**src/pkg/mrs_pkg.sv**
```systemverilog
package mrs_pkg;

  // Register offsets
  localparam logic [15:0] MRS_RAM_FIRST = 16'h4380;
  localparam logic [15:0] MRS_RAM_LAST = 16'h43BF;
  localparam logic [15:0] MRS_A_IGAIN = 16'h4380;
  localparam logic [15:0] MRS_B_IGAIN = 16'h4383;
  localparam logic [15:0] MRS_C_IGAIN = 16'h4386;
  localparam logic [15:0] MRS_N_IGAIN = 16'h4389;
  localparam logic [15:0] MRS_DSP_RUN = 16'hE228;
  localparam logic [15:0] MRS_ACT_ACC = 16'hE400;
  localparam logic [15:0] MRS_REACT_ACC = 16'hE401;
  localparam logic [15:0] MRS_APP_ACC = 16'hE402;
  localparam logic [15:0] MRS_STATUS_ONE = 16'hE503;
  localparam logic [15:0] MRS_PULSE_MODE = 16'hE610;
  localparam logic [15:0] MRS_CHIP_SETUP = 16'hE618;
  localparam logic [15:0] MRS_THIRD_SETUP = 16'hE708;
  localparam logic [15:0] MRS_PROT_KEY2 = 16'hE7E3;
  localparam logic [15:0] MRS_PROT_KEY1 = 16'hE7FE;
  localparam logic [15:0] MRS_SERIAL_LOCK = 16'hEA00;

  // Field positions
  localparam int MRS_RDONE_BIT = 15;
  localparam int MRS_PO1_DIS_BIT = 9;
  localparam int MRS_SOFTWARE_RESET_BIT_BIT = 7;
  localparam int MRS_REMRST_BIT = 7;
  localparam int MRS_CLKDIS_BIT = 6;
  localparam int MRS_LOCK_BIT = 0;
  localparam int MRS_SPI_BIT = 1;

  // Values and reset defaults
  localparam logic [15:0] MRS_RUN_START = 16'h0001;
  localparam logic [7:0] MRS_KEY1_VAL = 8'hAD;
  localparam logic [7:0] MRS_KEY2_VAL = 8'h80;
  localparam logic [15:0] MRS_PULSE_MODE_RST = 16'h0E00;
  localparam logic [15:0] MRS_CHIP_SETUP_RST = 16'h0000;
  localparam logic [7:0] MRS_THIRD_SETUP_RST = 8'h00;

  // Remote reset timing: main clock divided by four, eight toggles
  localparam logic [1:0] MRS_DIV_LAST = 2'h3;
  localparam logic [2:0] MRS_TOG_LAST = 3'h7;
  localparam logic [1:0] MRS_SS_SPI_COUNT = 2'h3;

  typedef enum logic [3:0] {
    MRS_HOLD = 4'h1,
    MRS_SEQ = 4'h2,
    MRS_RUN = 4'h4,
    MRS_LOWPWR = 4'h8
  } mrs_state_e;

endpackage

```
**src/verilog/mrs_pin_sync.sv**
```systemverilog
`timescale 1ns/1ps
`default_nettype none

module mrs_pin_sync #(
  parameter logic RST_VAL = 1'b0
) (
  input wire logic mclk,
  input wire logic rst_n,
  input wire logic pin,
  output logic level
);
  typedef struct packed {
    logic s1;
    logic s2;
    logic s3;
    logic val;
  } mrs_sync_s;

  mrs_sync_s s_q, s_d;

  always_comb begin
    s_d = s_q;
    s_d.s1 = pin;
    s_d.s2 = s_q.s1;
    s_d.s3 = s_q.s2;
    // Accept a change only once the second and third stages agree
    if (s_q.s2 == s_q.s3) begin
      s_d.val = s_q.s3;
    end
  end

  always_ff @(posedge mclk or negedge rst_n) begin
    if (!rst_n) begin
      s_q <= {RST_VAL, RST_VAL, RST_VAL, RST_VAL};
    end else begin
      s_q <= s_d;
    end
  end

  assign level = s_q.val;

endmodule

`default_nettype wire

```
**src/verilog/mrs_dsp_ram.sv**
```systemverilog
`timescale 1ns/1ps
`default_nettype none

module mrs_dsp_ram (
  input wire logic mclk,
  input wire logic rst_n,
  input wire logic clear,
  input wire logic wr,
  input wire logic [5:0] waddr,
  input wire logic [31:0] wdata,
  input wire logic [5:0] raddr,
  output logic [31:0] rdata
);
  typedef struct packed {
    logic [63:0] valid;
    logic [63:0][31:0] mem;
    logic [31:0] rdata;
  } mrs_ram_s;

  mrs_ram_s s_q, s_d;

  always_comb begin
    s_d = s_q;
    // Unwritten words read as their default of zero
    s_d.rdata = s_q.valid[raddr] ? s_q.mem[raddr] : 32'h0000_0000;
    if (clear) begin
      s_d.valid = '0;
    end else if (wr) begin
      s_d.mem[waddr] = wdata;
      s_d.valid[waddr] = 1'b1;
    end
  end

  always_ff @(posedge mclk or negedge rst_n) begin
    if (!rst_n) begin
      s_q <= '0;
    end else begin
      s_q <= s_d;
    end
  end

  assign rdata = s_q.rdata;

endmodule

`default_nettype wire

```
**src/verilog/mrs_sequencer.sv**
```systemverilog
// How it works
// - On I2C, writing 1 to lock bit 0 locks the port to I2C.
// - On SPI, any write to the serial-lock register locks the port to SPI.
// - A locked port ignores protocol changes until power-down or hardware reset.
// - Writing 0x0001 to the run register starts the signal processor.
// - Key 0xAD at 0xE7FE then 0x80 at 0xE7E3 write-protects DSP RAM.
// - Reading an energy accumulator clears it to zero.
// - Pulse-mode bits 9..11 disable the three pulse outputs; clear enables.
// - Hardware reset low: clock output stopped high, sync, enable, toggles high.
// - After reset release, enable goes low and toggles pulse eight times.
// - Enable returning high after hardware reset restarts the divided clock.
// - Hardware or chipset reset end sets reset-done bit 15 and pulls interrupt-one low.
// - Writing 1 to reset-done clears it and releases interrupt-one high.
// - Hardware reset selects I2C; SPI users reselect SPI afterwards.
// - Hardware reset returns all registers to default, processor idle.
// - Chip-setup bit 7 resets all registers except the energy accumulators and keeps a locked port.
// - Chipset reset ends by clearing its bit, processor left idle.
// - Chipset reset keeps clock running while doing the remote sequence.
// - Third-setup bit 7 resets only the remote converters, then self-clears.
// - Third-setup bits 6 and 7 both set enter low power mode.
// - Clearing both bits leaves low power mode with configuration retained.
// - Reset-done cannot be masked; interrupt-one stays low until cleared.
// - Three high-to-low slave-select toggles switch the port to SPI.
`timescale 1ns/1ps
`default_nettype none

module mrs_sequencer (
  input wire logic mclk,
  input wire logic rst_n,
  input wire logic reset_pin_n,
  input wire logic slave_select_pin,
  input wire logic reg_wr,
  input wire logic reg_rd,
  input wire logic [15:0] reg_addr,
  input wire logic [31:0] reg_wdata,
  output logic [31:0] reg_rdata,
  output logic reg_rvalid,
  input wire logic [31:0] active_energy_inc,
  input wire logic [31:0] reactive_energy_inc,
  input wire logic [31:0] apparent_energy_inc,
  input wire logic stream_sync,
  output logic remote_clock_output,
  output logic remote_sync,
  output logic remote_reset_en,
  output logic channel_a_toggle,
  output logic channel_b_toggle,
  output logic channel_c_toggle,
  output logic neutral_toggle,
  output logic interrupt_one_output_n,
  output logic spi_selected,
  output logic port_locked,
  output logic dsp_running,
  output logic [2:0] pulse_out_en,
  output logic ram_protected,
  output logic low_power,
  output mrs_pkg::mrs_state_e seq_state
);
  import mrs_pkg::*;

  typedef struct packed {
    mrs_state_e state;
    logic is_hw;
    logic is_chip;
    logic [1:0] div;
    logic [2:0] cnt;
    logic spi;
    logic locked;
    logic [1:0] ss_cnt;
    logic ss_prev;
    logic run;
    logic rdone;
    logic [15:0] pmode;
    logic [15:0] csetup;
    logic [7:0] cfg3;
    logic key_armed;
    logic protect;
    logic [2:0][31:0] acc;
    logic [31:0] rdata;
    logic rvalid;
    logic ram_sel;
    logic rclk;
    logic rsync;
    logic ren;
    logic tog;
  } mrs_seq_s;

  localparam mrs_seq_s MRS_SEQ_RST = '{
    state: MRS_HOLD,
    is_hw: 1'b1,
    is_chip: 1'b0,
    div: 2'h0,
    cnt: 3'h0,
    spi: 1'b0,
    locked: 1'b0,
    ss_cnt: 2'h0,
    ss_prev: 1'b1,
    run: 1'b0,
    rdone: 1'b0,
    pmode: MRS_PULSE_MODE_RST,
    csetup: MRS_CHIP_SETUP_RST,
    cfg3: MRS_THIRD_SETUP_RST,
    key_armed: 1'b0,
    protect: 1'b0,
    acc: '0,
    rdata: 32'h0000_0000,
    rvalid: 1'b0,
    ram_sel: 1'b0,
    rclk: 1'b1,
    rsync: 1'b1,
    ren: 1'b1,
    tog: 1'b1
  };

  function automatic logic is_ram(input logic [15:0] a);
    is_ram = (a >= MRS_RAM_FIRST) && (a <= MRS_RAM_LAST);
  endfunction

  function automatic logic [5:0] ram_index(input logic [15:0] a);
    logic [15:0] off;
    off = a - MRS_RAM_FIRST;
    ram_index = off[5:0];
  endfunction

  mrs_seq_s s_q, s_d;
  logic hw_run;
  logic ss_level;
  logic ram_clear;
  logic ram_wr;
  logic [31:0] ram_rdata;
  logic clock_on;
  logic [2:0][31:0] inc;
  logic [2:0] acc_rd;

  ////////////////////////////////////////////////////////////////////////////
  // Pin synchronisers and DSP RAM

  mrs_pin_sync #(.RST_VAL(1'b0)) u_rst_sync (
    .mclk(mclk),
    .rst_n(rst_n),
    .pin(reset_pin_n),
    .level(hw_run)
  );

  mrs_pin_sync #(.RST_VAL(1'b1)) u_ss_sync (
    .mclk(mclk),
    .rst_n(rst_n),
    .pin(slave_select_pin),
    .level(ss_level)
  );

  // Writes are dropped once protection is on
  assign ram_wr = reg_wr && is_ram(reg_addr) && !s_q.protect && hw_run
                  && (s_q.state != MRS_HOLD);

  mrs_dsp_ram u_ram (
    .mclk(mclk),
    .rst_n(rst_n),
    .clear(ram_clear),
    .wr(ram_wr),
    .waddr(ram_index(reg_addr)),
    .wdata(reg_wdata),
    .raddr(ram_index(reg_addr)),
    .rdata(ram_rdata)
  );

  assign inc[0] = active_energy_inc;
  assign inc[1] = reactive_energy_inc;
  assign inc[2] = apparent_energy_inc;
  assign acc_rd[0] = reg_rd && (reg_addr == MRS_ACT_ACC);
  assign acc_rd[1] = reg_rd && (reg_addr == MRS_REACT_ACC);
  assign acc_rd[2] = reg_rd && (reg_addr == MRS_APP_ACC);

  ////////////////////////////////////////////////////////////////////////////
  // Next-state logic

  always_comb begin
    s_d = s_q;
    ram_clear = 1'b0;
    clock_on = 1'b0;
    s_d.div = s_q.div + 2'h1;
    s_d.rvalid = 1'b0;
    s_d.ss_prev = ss_level;
    if (!hw_run) begin
      // Everything to default, port back to I2C, lock released
      s_d = MRS_SEQ_RST;
      s_d.div = s_q.div + 2'h1;
      ram_clear = 1'b1;
    end else begin
      // Register reads
      if (reg_rd) begin
        s_d.rvalid = 1'b1;
        s_d.ram_sel = is_ram(reg_addr);
        case (reg_addr)
          MRS_DSP_RUN: s_d.rdata = {31'h0000_0000, s_q.run};
          MRS_ACT_ACC: s_d.rdata = s_q.acc[0];
          MRS_REACT_ACC: s_d.rdata = s_q.acc[1];
          MRS_APP_ACC: s_d.rdata = s_q.acc[2];
          MRS_STATUS_ONE: s_d.rdata = {16'h0000, s_q.rdone, 15'h0000};
          MRS_PULSE_MODE: s_d.rdata = {16'h0000, s_q.pmode};
          MRS_CHIP_SETUP: s_d.rdata = {16'h0000, s_q.csetup};
          MRS_THIRD_SETUP: s_d.rdata = {24'h00_0000, s_q.cfg3};
          MRS_SERIAL_LOCK: s_d.rdata = {30'h0000_0000, s_q.spi, s_q.locked};
          default: s_d.rdata = 32'h0000_0000;
        endcase
      end
      // Accumulators: a read clears, an increment in the same cycle is kept
      for (int i = 0; i < 3; i++) begin
        s_d.acc[i] = (acc_rd[i] ? 32'h0000_0000 : s_q.acc[i]) + inc[i];
      end
      // Slave-select toggles switch an unlocked I2C port to SPI
      if (s_q.state != MRS_HOLD && !s_q.locked && !s_q.spi && s_q.ss_prev && !ss_level) begin
        if (s_q.ss_cnt == MRS_SS_SPI_COUNT - 2'h1) begin
          s_d.spi = 1'b1;
          s_d.ss_cnt = 2'h0;
        end else begin
          s_d.ss_cnt = s_q.ss_cnt + 2'h1;
        end
      end
      // Register writes, ignored while the hardware reset sequence runs
      if (reg_wr && s_q.state != MRS_HOLD && !(s_q.state == MRS_SEQ && s_q.is_hw)) begin
        case (reg_addr)
          MRS_DSP_RUN: s_d.run = (reg_wdata[15:0] == MRS_RUN_START);
          MRS_STATUS_ONE: begin
            if (reg_wdata[MRS_RDONE_BIT]) begin
              s_d.rdone = 1'b0;
            end
          end
          MRS_PULSE_MODE: s_d.pmode = reg_wdata[15:0];
          MRS_CHIP_SETUP: s_d.csetup = reg_wdata[15:0];
          MRS_THIRD_SETUP: s_d.cfg3 = reg_wdata[7:0];
          MRS_PROT_KEY1: s_d.key_armed = (reg_wdata[7:0] == MRS_KEY1_VAL);
          MRS_PROT_KEY2: begin
            if (s_q.key_armed && reg_wdata[7:0] == MRS_KEY2_VAL) begin
              s_d.protect = 1'b1;
            end
            s_d.key_armed = 1'b0;
          end
          MRS_SERIAL_LOCK: begin
            if (!s_q.locked) begin
              if (s_q.spi) begin
                s_d.locked = 1'b1;
              end else if (reg_wdata[MRS_LOCK_BIT]) begin
                s_d.locked = 1'b1;
              end
            end
          end
          default: begin
          end
        endcase
      end
      // Sequencer; its updates follow the writes so they win over a write in the same cycle
      case (s_q.state)
        MRS_HOLD: begin
          if (s_q.div == MRS_DIV_LAST) begin
            s_d.state = MRS_SEQ;
            s_d.is_hw = 1'b1;
            s_d.is_chip = 1'b0;
            s_d.cnt = 3'h0;
          end
        end
        MRS_SEQ: begin
          if (s_q.div == MRS_DIV_LAST) begin
            if (s_q.cnt == MRS_TOG_LAST) begin
              s_d.state = MRS_RUN;
              if (s_q.is_hw || s_q.is_chip) begin
                s_d.rdone = 1'b1;
              end
              if (s_q.is_chip) begin
                s_d.csetup[MRS_SOFTWARE_RESET_BIT_BIT] = 1'b0;
              end
              if (!s_q.is_hw && !s_q.is_chip) begin
                s_d.cfg3[MRS_REMRST_BIT] = 1'b0;
              end
            end else begin
              s_d.cnt = s_q.cnt + 3'h1;
            end
          end
        end
        MRS_RUN: begin
          if (s_q.cfg3[MRS_REMRST_BIT] && s_q.cfg3[MRS_CLKDIS_BIT]) begin
            s_d.state = MRS_LOWPWR;
          end else if (s_q.div == MRS_DIV_LAST && s_q.csetup[MRS_SOFTWARE_RESET_BIT_BIT]) begin
            // Whole-chipset reset keeps a locked port selection
            s_d = MRS_SEQ_RST;
            s_d.div = s_q.div + 2'h1;
            s_d.locked = s_q.locked;
            s_d.spi = s_q.locked && s_q.spi;
            s_d.acc = s_q.acc;
            s_d.ss_prev = ss_level;
            s_d.csetup[MRS_SOFTWARE_RESET_BIT_BIT] = 1'b1;
            s_d.state = MRS_SEQ;
            s_d.is_hw = 1'b0;
            s_d.is_chip = 1'b1;
            ram_clear = 1'b1;
          end else if (s_q.div == MRS_DIV_LAST && s_q.cfg3[MRS_REMRST_BIT]) begin
            s_d.state = MRS_SEQ;
            s_d.is_hw = 1'b0;
            s_d.is_chip = 1'b0;
            s_d.cnt = 3'h0;
          end
        end
        MRS_LOWPWR: begin
          if (!s_q.cfg3[MRS_REMRST_BIT] && !s_q.cfg3[MRS_CLKDIS_BIT]) begin
            s_d.state = MRS_RUN;
          end
        end
        default: begin
          s_d.state = MRS_HOLD;
        end
      endcase
    end
    // Pin levels follow the next state
    clock_on = ((s_d.state == MRS_RUN) && !s_d.cfg3[MRS_CLKDIS_BIT])
               || ((s_d.state == MRS_SEQ) && !s_d.is_hw);
    s_d.rclk = clock_on ? ~s_d.div[1] : 1'b1;
    s_d.ren = !((s_d.state == MRS_SEQ) || (s_d.state == MRS_LOWPWR));
    s_d.tog = !((s_d.state == MRS_SEQ) && s_d.div[1]);
    s_d.rsync = (s_d.state == MRS_HOLD) ? 1'b1 : stream_sync;
  end

  always_ff @(posedge mclk or negedge rst_n) begin
    if (!rst_n) begin
      s_q <= MRS_SEQ_RST;
    end else begin
      s_q <= s_d;
    end
  end

  ////////////////////////////////////////////////////////////////////////////
  // Outputs

  assign reg_rdata = s_q.ram_sel ? ram_rdata : s_q.rdata;
  assign reg_rvalid = s_q.rvalid;
  assign remote_clock_output = s_q.rclk;
  assign remote_sync = s_q.rsync;
  assign remote_reset_en = s_q.ren;
  assign channel_a_toggle = s_q.tog;
  assign channel_b_toggle = s_q.tog;
  assign channel_c_toggle = s_q.tog;
  assign neutral_toggle = s_q.tog;
  assign interrupt_one_output_n = ~s_q.rdone;
  assign spi_selected = s_q.spi;
  assign port_locked = s_q.locked;
  assign dsp_running = s_q.run;
  assign pulse_out_en = ~s_q.pmode[MRS_PO1_DIS_BIT +: 3];
  assign ram_protected = s_q.protect;
  assign low_power = (s_q.state == MRS_LOWPWR);
  assign seq_state = s_q.state;

endmodule

`default_nettype wire

```
**config.mk**
```make
export PLATFORM = sky130hd
export DESIGN_NAME = mrs_sequencer
export DESIGN_NICKNAME = d
export VERILOG_FILES = /design/src/pkg/mrs_pkg.sv /design/src/verilog/mrs_pin_sync.sv /design/src/verilog/mrs_dsp_ram.sv /design/src/verilog/mrs_sequencer.sv
export SDC_FILE = /design/constraint.sdc
export NUM_CORES = 2
export LEC_CHECK = 0
export BUFFER_PORTS_ARGS = -buffer_cell sky130_fd_sc_hd__clkbuf_2
export CORE_MARGIN = 2
export CORE_UTILIZATION = 46
export CTS_CLUSTER_DIAMETER = 100
export DETAILED_ROUTE_END_ITERATION = 10
export PLACE_DENSITY = 0.65
export RECOVER_POWER = 50
export SLEW_MARGIN = 20
export SYNTH_ARGS = -nofsm -noshare
export SYNTH_HDL_FRONTEND = slang
export SYNTH_SLANG_ARGS = --single-unit
```
**constraint.sdc**
```tcl
create_clock -name mclk -period 8.3 [get_ports mclk]
set_input_delay 0.83 -clock mclk [delete_from_list [all_inputs] [get_ports mclk]]
set_output_delay 0.83 -clock mclk [all_outputs]
set_load 0.03 [all_outputs]
```
==> metrics list <==
- The flow ran to the end, but the final reports show violations.
- The checks that failed: max-capacitance violations, max-slew violations.
- CTS saw about 2,300 sinks.
- By area the synthesized netlist is led by dfrtp_1 52%, mux2_2 21%, mux4_2 7.4%.
- Hold endpoint: remote_sync
- The design draws about 26 mW.
* Clock-pin slew reported for the worst setup and hold paths after clock tree synthesis: about 0.060 ns
- Number of warnings issued by yosys: 0
- Traced cell by cell, the critical path runs through nand2_1 > nor4b_2 > and2_1 > nand2_1 > nand2_2 > buf_4 > nor3_2 > buf_4 > nand3_1 > nor2_4 > buf_4 > mux2_2.
- The initial antenna violation count came to 19.
- After detailed routing, the number of remaining DRC violations is 0.
- After floorplanning, the core was sized to cover 241,000 um^2.
- CTS tree: done
- Via count of the routed design: between 70,000 and 80,000
- Dividing the synthesized area by the synthesized cell count gives approximately 13 um^2.
* Minimum setup slack after placement: 1.53 ns
- Cell type of the slowest stage on the worst timing path: nor2_4
* Adder and majority cell fraction of the synthesized area: 1.15%
- The synthesized netlist devotes 0.541% of its cell area to XOR and XNOR gates.
* Worst Slack Setup Final: ~2.3 ns
- dfrtp_1 takes more of the synthesized area than any other cell.
- CTS placed an instance of clkbuf_16 at the clock tree root.
- Maximum fanout count along the critical path: 43
- Portion of synthesized cell area occupied by the leading cell type: between 50% and 60%
- Setup slack on the worst flop-to-flop path: between 2 and 2.5 ns
* Crit. End Element: register
* Final clock period utilization by the worst path: between 70 and 80%
- DRT antenna net count: 0
- Number of buffers inserted by port buffering: roughly 200
- The worst register-to-register path has a depth of 12.
- In the final timing run, aggregate negative setup slack is 0 ns.
- Highest metal used: met5
- Placed Area: around 120,000 um^2
* WL met2: ~160,000 um
- Clock latency at the later pin of the worst-skew pair: roughly 0.91 ns
- DRT Pass-1 Iters: 9
- Final Routed Wirelength: 356,000 um
* Area growth, synth to finish: 10.6%
- Including well taps, the total number of placed cells is around 11,000.
* Total length of routed met3 wires: between 20,000 and 30,000 um
- Simple-gate portion of the synthesized area: 5.06%
- Max-cap violations: 19
* Number of gates given a new drive strength after cts: 0
* Classification of the worst-slack hold path: in2reg
- Placed wire-length estimate after detailed placement: 224,000 um
- Highest-count cells in the layout ignoring fill and taps: 2,332 x dfrtp_1, 2,103 x mux2_2, 505 x nand2_1, 366 x a21oi_1, 366 x mux4_2
- The routed design could run at a clock period as short as 6.02 ns.
- After synthesis, the share of flip-flops with an asynchronous set or reset is 100%.
- Number of standard cells after synthesis: 8,410
* Cell seen most often among critical-path stages: buf_4
- Number of pins exceeding their max-slew limit in the final report: between 1,500 and 2,000
* Detailed-route wire length on metal 1: ~150,000 um
- Setup violations remaining at the end of the flow were counted as 0.
- Setup repair after global routing left no endpoint under its margin.
- The number of nets in the synthesized netlist is roughly 8,700.
- Max-Slew Margin vs Limit: -183%
- WHS Path Cells: 2
* Main combinational cell family by area after synthesis: multiplexers
- Number of global-route vias before repair: 75,400
- Counting both buffers and inverters, the worst setup path holds a total of 3.
- Die Y-Extent: 497 um
* Pin count of the biggest net entering global routing: roughly 180
- EDFF count, synth: 0
- Data arrives at the worst endpoint at ~6.8 ns.
* Wire length of the first global-routing pass: approximately 520,000 um
- Compound-gate portion of the synthesized area: around 6.8%
- Final instance area: 124,000 um^2
* Most frequent standard cell in the layout excluding fill and tap cells: dfrtp_1
* Total grt overflow: 0
- Synthesis inferred between 2,000 and 2,500 register bits.
- CTS built an H-tree with a depth of 4.
- In this run, CTS created clock tree buffers numbering between 200 and 250.
- Highest clock rate: 0.166 GHz
- VDD sags by at most 203 uV.
* Layout cell share with drive strength beyond 1: between 30% and 40%
- In this run the power density over the cells is between 200 and 250 nW/um^2.
- At the end of routability-driven placement, the weighted congestion stood at a little over 0.9.
- Post-route clock skew: 0.0539 ns
* I/O pins: between 200 and 250
- CP required: between 9 and 10 ns
- In this run the core area contains 180 standard-cell rows.
- The startpoint identified for the worst register-to-register timing path is s_q[143].
* Worst-Margin Slew: between 4 and 5 ns
- In this run the most critical hold path is launched from stream_sync.
- In this design, the stage delay of the slowest critical-path cell is approximately 1.1 ns.
- Leaving out filler cells and counting taps, the final layout contains around 12,000.
* Top FF cell, synth: dfrtp_1
- Static Leakage: 59.3 nW
- Final hold vios: 0
- Die Outline Area: around 250,000 um^2
- Synthesized cell area: approximately 110,000 um^2
- DRT iter0 DRCs: between 7,000 and 8,000
* X dimension of the die: 497 um
- Sequential area share after synthesis: a little over half
* Worst-case clock buffer depth: 3
* Net total in the final layout: around 8,500
* Routed via count divided by cell count: about 6.3
- The cell family contributing the most delay on the critical path is simple AND/OR/NAND/NOR gates.
- Overall global routing resource usage: between 20% and 30%
* Mux cell area share after synthesis: just over 30%
- Number of distinct library cells after synthesis: between 80 and 90
- Launching element type of the critical path: register
- Crit Path Category: reg2reg
- Initial core utilization: between 40% and 50%
* Average wire length per cell after detail routing: 30.5 um
-- logic make-up after synthesis --
family                     Yosys count
AOI/OAI and AO/OA                 1163
and+or+nand+nor                   1211
adders and majority gates          101
muxes                             2700
buffers and inverters              820
DFF                               2346
xor gates and xnor gates            69
-- layer usage --
metal	vias up	GRT usage, %
li1	30400	-
met5	-	0
met4	14	11.7
met1	39700	39.3
met3	721	6.06
met2	3080	44.0
-- layout make-up --
type,count,area (um^2)
Fill cell,20300,117000
Sequential cell,2346,58700
Multi-Input combinational cell,5244,49800
Clock buffer,362,7030
Tap cell,3185,3990
Timing Repair Buffer,423,2880
Clock inverter,74,1020
Inverter,41,163
Antenna cell,9,22.5
-- how the worst max path moves through the flow --
stage / from / endpoint / slack (ns) / depth (start not counted)
final: s_q[143] / register / 2.28 / 12
after detailed placement: reg_addr[11] / s_q[100] / 1.53 / 18
after floorplan: reg_addr[12] / s_q[68] / 3.10 / 18
after global routing: rst_n / s_q[42] / 1.64 / 4
after CTS: reg_addr[11] / s_q[100] / 2.48 / 18
after global placement: reg_addr[11] / s_q[100] / 1.62 / 18
-- Yosys cell counts (39+ instances only) --
cell type	n
mux2i_1	214
nor2_2	42
a21oi_1	366
a22oi_1	45
clkbuf_1	392
buf_1	71
a211oi_1	73
o21ai_0	181
mux2_2	2103
nor3_1	43
and2_1	82
buf_4	65
nand3_1	97
xnor2_1	42
mux4_2	366
buf_2	241
nor2_1	250
ha_1	96
a31oi_1	44
inv_1	39
a221oi_1	78
o211ai_1	54
a21o_1	89
o22ai_1	53
dfrtp_1	2332
nor2b_1	50
nand2_1	515
-- per-stage QoR --
stage / hold slack, ns / util (%)
after global placement: 0.350 / 48.0
after detailed placement: 0.354 / 48.0
after CTS: 0.0957 / 51.4
after floorplan: 0.331 / -
after global routing: 0.142 / 51.3
final: 0.166 / 51.3
-- power by group --
group / total [mW] / leakage [nW] / switching [mW] / internal [mW]
registers: 12.0 / 32.6 / 0.319 / 11.6
logic: 3.29 / 22.8 / 2.12 / 1.17
clock network: 11.1 / 3.96 / 4.64 / 6.43
-- what timing repair did --
action | 4_1_cts | 5_1_grt
endpoints found under the hold margin | 95 | 0
setup buffers | 0 | 0
hold buffers | 3 | 0
Note: power is estimated with default switching activity, not from simulation.
